**src/shared/gsrp_defines.vh**
```
// constants for the gyro serial readout port
// assumes inclusion by bare name from the top design file of the port; the buffer file does not include it
`ifndef GSRP_DEFINES_VH
`define GSRP_DEFINES_VH

// ****************************************************************
// frame layout
// ****************************************************************
`define GSRP_FRAME_BITS  5'h10
`define GSRP_TRACK_EDGE  5'h0e
`define GSRP_CNT_W       5
`define GSRP_WORD_W      16
`define GSRP_DATA_W      12
`define GSRP_DATA_MSB    11

// ****************************************************************
// control word fields
// ****************************************************************
`define GSRP_WR_BIT      15
`define GSRP_SRC_HI      11
`define GSRP_SRC_LO      10
`define GSRP_CODE_BIT    4

// ****************************************************************
// source codes and reset values
// ****************************************************************
`define GSRP_SRC_RATE    2'h0
`define GSRP_SRC_TEMP    2'h1
`define GSRP_SRC_AUX1    2'h2
`define GSRP_SRC_AUX2    2'h3
`define GSRP_CODE_TWOS   1'b0
`define GSRP_CODE_OFFS   1'b1
`define GSRP_LEAD_ZEROS  2'h0
`define GSRP_DATA_RST    12'h000

`endif

```
**src/hw/gsrp_port.v**
```verilog
// serial readout port of a rate sensor: 16-clock full-duplex frames
// assumes the converter answers conversion requests on the smp_* stream
// and that the serial host drives cs_n_i, sclk_i and din_i asynchronously
//
// Contract
// - output a zero at chip select fall, a second at first falling edge
// - then shift two source bits and twelve data bits on falling edges
// - release the serial output after the sixteenth falling edge
// - input bit 15 set loads control settings; clear leaves them
// - input bits 11:10 choose rate, temperature, first or second aux
// - input bit 4 chooses two's complement or offset binary coding
// - rate field zero at rest in two's complement
// - rate field 2048 at rest in offset binary
// - temperature field centred on zero or 2048 by coding
// - aux fields centred on zero or 2048 by coding
// - third and fourth output bits echo the source code, high first
// - chip select high keeps output released and ignores clock, input
// - input captured on falling edges; only full frames apply writes
// - hold from chip select fall to 14th edge; short frames keep data
// - read frames keep settings; next output follows them
`timescale 1ns/1ps
`include "gsrp_defines.vh"
module gsrp_port #(
  parameter DW = `GSRP_DATA_W
) (
  // clock and reset
  input  wire          clk_i,
  input  wire          rstn_i,
  // serial link pins
  input  wire          cs_n_i,
  input  wire          sclk_i,
  input  wire          din_i,
  output reg           dout_o,
  output reg           dout_oe_o,
  // converter side
  output reg           conv_req_o,
  output reg  [1:0]    conv_src_o,
  output reg           hold_o,
  input  wire          smp_valid_i,
  input  wire [DW-1:0] smp_data_i,
  output wire          smp_ready_o,
  // settings in force
  output reg  [1:0]    cfg_src_o,
  output reg           cfg_code_o
);

  // ****************************************************************
  // pin synchronisers
  // ****************************************************************
  reg [2:0] cs_sync_reg;
  reg [2:0] sclk_sync_reg;
  reg [1:0] din_sync_reg;

  // stage 0 is read only by stage 1; stage 2 serves edge detection
  always @(posedge clk_i or negedge rstn_i) begin
    if (!rstn_i) begin
      cs_sync_reg   <= 3'h7;
      sclk_sync_reg <= 3'h7;
      din_sync_reg  <= 2'h0;
    end else begin
      cs_sync_reg   <= {cs_sync_reg[1:0], cs_n_i};
      sclk_sync_reg <= {sclk_sync_reg[1:0], sclk_i};
      din_sync_reg  <= {din_sync_reg[0], din_i};
    end
  end

  wire cs_low  = ~cs_sync_reg[1];
  wire cs_fall = cs_sync_reg[2] & ~cs_sync_reg[1];
  wire cs_rise = ~cs_sync_reg[2] & cs_sync_reg[1];
  // clock edges count only inside a frame
  wire sck_fall = cs_low & ~cs_fall &
                  sclk_sync_reg[2] & ~sclk_sync_reg[1];
  wire din_s    = din_sync_reg[1];

  // ****************************************************************
  // sample buffer
  // ****************************************************************
  wire          buf_valid;
  wire [DW-1:0] buf_data;
  reg           pend_valid_reg;
  reg  [DW-1:0] pend_reg;
  // accept a sample only while holding, one per frame
  wire          buf_take = hold_o & ~pend_valid_reg;

  gsrp_buf #(
    .W(DW)
  ) u_buf (
    .clk_i       (clk_i),
    .rstn_i      (rstn_i),
    .in_valid_i  (smp_valid_i),
    .in_data_i   (smp_data_i),
    .in_ready_o  (smp_ready_o),
    .out_valid_o (buf_valid),
    .out_data_o  (buf_data),
    .out_ready_i (buf_take)
  );

  // ****************************************************************
  // frame state
  // ****************************************************************
  reg [`GSRP_CNT_W-1:0]  cnt_reg;
  reg [`GSRP_WORD_W-1:0] rx_reg;
  reg [1:0]              frm_src_reg;
  reg                    frm_code_reg;
  reg [DW-1:0]           shown_reg;
  reg [1:0]              shown_src_reg;

  wire [`GSRP_CNT_W-1:0]  cnt_next = cnt_reg + 1'b1;
  wire [`GSRP_WORD_W-1:0] rx_next  = {rx_reg[`GSRP_WORD_W-2:0], din_s};
  wire                    last_edge = sck_fall &
                                      (cnt_next == `GSRP_FRAME_BITS);
  // outgoing word: two zeros, source echo, data, msb first
  wire [`GSRP_WORD_W-1:0] tx_word = {`GSRP_LEAD_ZEROS, shown_src_reg,
                                     shown_reg};
  // offset binary is two's complement with the top bit flipped
  wire [DW-1:0] coded = (frm_code_reg == `GSRP_CODE_OFFS) ?
                        {~pend_reg[`GSRP_DATA_MSB],
                         pend_reg[`GSRP_DATA_MSB-1:0]} :
                        pend_reg;

  // edge counter and receive shifter, cleared at each frame start
  always @(posedge clk_i or negedge rstn_i) begin
    if (!rstn_i) begin
      cnt_reg <= {`GSRP_CNT_W{1'b0}};
      rx_reg  <= {`GSRP_WORD_W{1'b0}};
    end else if (cs_fall) begin
      cnt_reg <= {`GSRP_CNT_W{1'b0}};
      rx_reg  <= {`GSRP_WORD_W{1'b0}};
    end else if (sck_fall && cnt_reg != `GSRP_FRAME_BITS) begin
      cnt_reg <= cnt_next;
      rx_reg  <= rx_next;
    end
  end

  // ****************************************************************
  // control settings
  // ****************************************************************
  // a write lands only on the sixteenth edge, so short frames do nothing
  always @(posedge clk_i or negedge rstn_i) begin
    if (!rstn_i) begin
      cfg_src_o  <= `GSRP_SRC_RATE;
      cfg_code_o <= `GSRP_CODE_TWOS;
    end else if (last_edge && cnt_reg != `GSRP_FRAME_BITS &&
                 rx_next[`GSRP_WR_BIT]) begin
      cfg_src_o  <= rx_next[`GSRP_SRC_HI:`GSRP_SRC_LO];
      cfg_code_o <= rx_next[`GSRP_CODE_BIT];
    end
  end

  // ****************************************************************
  // conversion control
  // ****************************************************************
  // settings are frozen per frame so a write mid-frame cannot mix them
  always @(posedge clk_i or negedge rstn_i) begin
    if (!rstn_i) begin
      conv_req_o   <= 1'b0;
      conv_src_o   <= `GSRP_SRC_RATE;
      hold_o       <= 1'b0;
      frm_src_reg  <= `GSRP_SRC_RATE;
      frm_code_reg <= `GSRP_CODE_TWOS;
    end else begin
      conv_req_o <= cs_fall;
      if (cs_fall) begin
        hold_o       <= 1'b1;
        conv_src_o   <= cfg_src_o;
        frm_src_reg  <= cfg_src_o;
        frm_code_reg <= cfg_code_o;
      end else if ((sck_fall && cnt_next == `GSRP_TRACK_EDGE) ||
                   cs_rise) begin
        hold_o <= 1'b0;
      end
    end
  end

  // pending sample commits only when the frame completes
  always @(posedge clk_i or negedge rstn_i) begin
    if (!rstn_i) begin
      pend_valid_reg <= 1'b0;
      pend_reg       <= `GSRP_DATA_RST;
      shown_reg      <= `GSRP_DATA_RST;
      shown_src_reg  <= `GSRP_SRC_RATE;
    end else begin
      if (cs_fall) begin
        pend_valid_reg <= 1'b0;
      end else if (buf_take && buf_valid) begin
        pend_valid_reg <= 1'b1;
        pend_reg       <= buf_data;
      end
      if (last_edge && cnt_reg != `GSRP_FRAME_BITS && pend_valid_reg) begin
        shown_reg     <= coded;
        shown_src_reg <= frm_src_reg;
      end
    end
  end

  // ****************************************************************
  // serial output
  // ****************************************************************
  // driven from chip select fall until the sixteenth edge or cs rise
  always @(posedge clk_i or negedge rstn_i) begin
    if (!rstn_i) begin
      dout_o    <= 1'b0;
      dout_oe_o <= 1'b0;
    end else if (cs_fall) begin
      dout_o    <= tx_word[`GSRP_WORD_W-1];
      dout_oe_o <= 1'b1;
    end else if (!cs_low) begin
      dout_o    <= 1'b0;
      dout_oe_o <= 1'b0;
    end else if (sck_fall && cnt_reg != `GSRP_FRAME_BITS) begin
      if (cnt_next == `GSRP_FRAME_BITS) begin
        dout_o    <= 1'b0;
        dout_oe_o <= 1'b0;
      end else begin
        // first edge gives the second zero, then source and data
        dout_o <= tx_word[`GSRP_WORD_W-1-cnt_next];
      end
    end
  end

endmodule // gsrp_port

```
**src/hw/gsrp_buf.v**
```verilog
// two-entry buffer with valid and ready on both sides
// assumes a single clock domain; full and empty are registered
`timescale 1ns/1ps
module gsrp_buf #(
  parameter W = 12
) (
  // clock and reset
  input  wire         clk_i,
  input  wire         rstn_i,
  // filling side
  input  wire         in_valid_i,
  input  wire [W-1:0] in_data_i,
  output wire         in_ready_o,
  // draining side
  output wire         out_valid_o,
  output wire [W-1:0] out_data_o,
  input  wire         out_ready_i
);

  reg [W-1:0] mem_reg [0:1];
  reg         wp_reg;
  reg         rp_reg;
  reg         room_reg;
  reg         empty_reg;

  wire push = in_valid_i & room_reg;
  wire pop  = out_ready_i & ~empty_reg;

  // ready comes straight from a flop so the top output needs no gate
  assign in_ready_o  = room_reg;
  assign out_valid_o = ~empty_reg;
  assign out_data_o  = mem_reg[rp_reg];

  // storage carries no reset; only pointers and flags need one
  always @(posedge clk_i) begin
    if (push) begin
      mem_reg[wp_reg] <= in_data_i;
    end
  end

  // pointers and occupancy flags
  always @(posedge clk_i or negedge rstn_i) begin
    if (!rstn_i) begin
      wp_reg    <= 1'b0;
      rp_reg    <= 1'b0;
      room_reg  <= 1'b1;
      empty_reg <= 1'b1;
    end else begin
      if (push) begin
        wp_reg <= ~wp_reg;
      end
      if (pop) begin
        rp_reg <= ~rp_reg;
      end
      // pushing onto one entry fills both; pointers equal means empty
      if (push & ~pop) begin
        empty_reg <= 1'b0;
        room_reg  <= (wp_reg == rp_reg);
      end else if (pop & ~push) begin
        room_reg  <= 1'b1;
        empty_reg <= (wp_reg == (~rp_reg));
      end
    end
  end

endmodule // gsrp_buf

```
**config.mk**
```make
export PLATFORM = sky130hd
export DESIGN_NAME = gsrp_port
export DESIGN_NICKNAME = d
export VERILOG_FILES = /design/src/hw/gsrp_port.v /design/src/hw/gsrp_buf.v
export VERILOG_INCLUDE_DIRS = /design/src /design/src/shared
export SDC_FILE = /design/constraint.sdc
export NUM_CORES = 1
export LEC_CHECK = 0
export BUFFER_PORTS_ARGS = -buffer_cell sky130_fd_sc_hd__buf_2
export CORE_UTILIZATION = 40
export CTS_CLUSTER_DIAMETER = 100
export DETAILED_ROUTE_END_ITERATION = 10
export SLEW_MARGIN = 10
export SYNTH_ARGS = -nofsm -noshare
export SYNTH_HDL_FRONTEND = slang
export SYNTH_SLANG_ARGS = --single-unit
```
**constraint.sdc**
```tcl
create_clock -name clk_i -period 2.6 [get_ports clk_i]
set_input_delay 0.78 -clock clk_i [delete_from_list [all_inputs] [get_ports clk_i]]
set_output_delay 0.78 -clock clk_i [all_outputs]
set_load 0.01 [all_outputs]
```
==> summary.md <==
| Metric | Value |
|---|---|
| Layout cells sized above 1 | 25.5% |
| Die Ht | 98.3 um |
| Setup-failing EPs final | 0 |
| Max_cap viols | 0 |
| Chip Width | 98.3 um |
| Slowest stage delay, CP | 530 ps |
| Number of buffers created by CTS | 9 |
| #FFs+latches synth | 93 |
| Worst Reg-to-Reg Cells | 5 |
| Setup Fix Bufs, Post-CTS | 0 |
| Io pins | 28 |
| Max reg flops | 24 |
| Synth unique cells | 36 |
| Hold Vio Cnt, Final | 0 |
| Post-Syn Nets | 309 |
| Total power | 3.42 mW |
| CP Buf/Inv Count | 0 |
| Data required, critical path | 2850 ps |
| All-Layer GR Usage | 13.6% |
| Synth Instances | 287 |
| Min-delay worst type | flop to flop |
| Crit path time final | 2160 ps |
| Post-synth EDFFs | 24 |
| Post-Route WL | 5.83 mm |
| Final Max Tran Viols | 0 |
| Sink Count | 93 |
| FMAX | 462 MHz |
| Setup WS post-layout | 437 ps |
| Cell area power density | 808 nW/um2 |
| Mean Syn Cell Area | 12.9 um2 |
| Drt initial violations | 42 |
| Max_slew headroom | 50.5% |
| VDD IR max | 0.399 mV |
| Util after Layout | 47.9% |
| Worst setup SP type | flop |
| CTS Root Cell | clkbuf_8 |
| Seq/Total Area, Yosys | 66.3% |
| Measured slew at the worst slew-check pin | 742 ps |
| FFs w/ async S/R, synth | 74.2% |
| DR WL/cell | 13.5 um |
| Rows | 34 |
| Synth Flop Type | dfrtp_1 |
| Remaining design rule violation count | 0 |
| Cts hold-fix bufs | 0 |
| Worst-Skew Late Latency | 370 ps |
| Largest net degree at the start of global routing | 70 |
| Worst setup path class | flop to flop |
| Crit share post-route | 83.2% |
| ANT cells | 0 |
| Antenna violations before repair | 0 |
| Critical Path Sink Type | flop |
| RSZ-0062 raised after global routing | no |
| Levels on crit path | 5 |
| CTS Buffer Depth | 2 |
| Largest delay contributor family on the critical path | adder cells |
| Dpl hpwl | 3.97 mm |
| Vias per inst | 4.92 |
| Hold_ws | 360 ps |
| Hold Path Stages | 0 |
| Synth warnings | 0 |
| Crit Path Max Fanout | 10 |
| Layout Nets | 342 |
| CTS tree | yes |
| Synthesis-to-finish area growth | 14.2% |
| First-pass GRT wire length | 10.1 mm |
| Clock Skew | 15.3 ps |
| Slowest-stage cell, CP | dfrtp_1 |
| Pre-CTS setup slack | 406 ps |
| Initial Util | 41.9% |
| Setup TNS | 0 ps |
| Critical Path AT | 2420 ps |
| Routed Antenna Nets | 0 |
| Crit-path cells | ha_1 > xnor2_1 > or4b_1 > o21a_1 > maj3_2 |
| Resized Gates After CTS | 0 |
| DR vias | 2,131 |
| Die area | 9660 um2 |
| Outcome | completed |
| Vias in the first global route | 2,106 |
| Core area | 8850 um2 |
| Gpl congestion | 0.781 |
| Port bufs | 27 |
| Post-Syn Area | 3710 um2 |
| First-pass DRT Iterations | 6 |
| Clk pin slew, worst setup/hold paths | 90 ps |
| Grt ovf | 0 |
| Leak | 1.87 nW |
| H-tree levels | 3 |
-- final timing paths --
check / start / end / slack (ps)
worst min-delay path: sclk_sync_reg[0] / sclk_sync_reg[1] / 360
min in group asynchronous: rstn_i / rx_reg[8] / 390
worst max-delay path: cnt_reg[0] / hold_o / 440
worst min register to register: sclk_sync_reg[0] / sclk_sync_reg[1] / 360
max in group asynchronous: rstn_i / sclk_sync_reg[0] / 1840
worst max register to register: cnt_reg[0] / hold_o / 440
-- metrics by stage --
step	instance area, um2	cells
4_1_cts	4240	433
3_3_place_gp	4000	417
3_5_place_dp	4000	417
5_1_grt	4240	433
6_report	4240	433
2_1_floorplan	3710	287
-- cell type report --
class | count | area (um2)
inverter | 9 | 33.8
tap | 108 | 135
multi-input combinational | 172 | 1160
clock buffer | 9 | 124
sequential | 93 | 2460
clock inverter | 7 | 115
fill | 807 | 4610
timing repair buffer | 35 | 208
-- where the power goes --
group | internal, mW | switching (mW)
Clock | 0.565 | 0.542
Sequential | 1.74 | 0.151
Combinational | 0.200 | 0.224
Total | 2.51 | 0.917
-- metal layers --
metal,routed length (um),vias up,track usage [%]
met5,0,-,0
met4,107,0,5.86
met3,190,11,4.08
met2,2780,32,21.7
met1,2750,1031,17.3
li1,-,1057,-
-- kinds of logic after synthesis --
family                     share of synthesized area, %
AOI/OAI and AO/OA                                  6.14
xor gates and xnor gates                           1.65
adders and majority gates                          1.65
buffers and inverters                              2.36
DFF                                                66.3
muxes                                              11.7
and+or+nand+nor                                    10.2
-- Yosys cell counts (2+ instances only) --
library cell	instances	area, um2
dfrtp_1	61	1530
nand2_1	59	221
o21ai_0	29	145
edfxtp_1	24	721
mux2_2	18	203
mux2i_1	13	130
clkbuf_1	9	33.8
dfstp_2	8	210
inv_1	8	30.0
nand3_1	5	25.0
ha_1	4	50.1
nand2b_1	4	25.0
xnor2_1	4	35.0
a21oi_1	3	15.0
mux2_1	3	33.8
mux4_2	3	67.6
nor2_1	3	11.3
o31ai_1	3	22.5
or4b_1	3	30.0
xor2_1	3	26.3
and3_1	2	12.5
buf_1	2	7.51
nor3b_1	2	15.0
o21a_1	2	15.0
-- cell usage in the layout, fill, tap and decap left out, drive strengths merged, types with 8 or more instances in the layout --
cell type,count
buf,35
clkbuf,9
dfrtp,61
dfstp,8
edfxtp,24
inv,11
mux2,21
mux2i,13
nand2,59
o21ai,30
No activity file was read; power rests on OpenSTA's default activity.
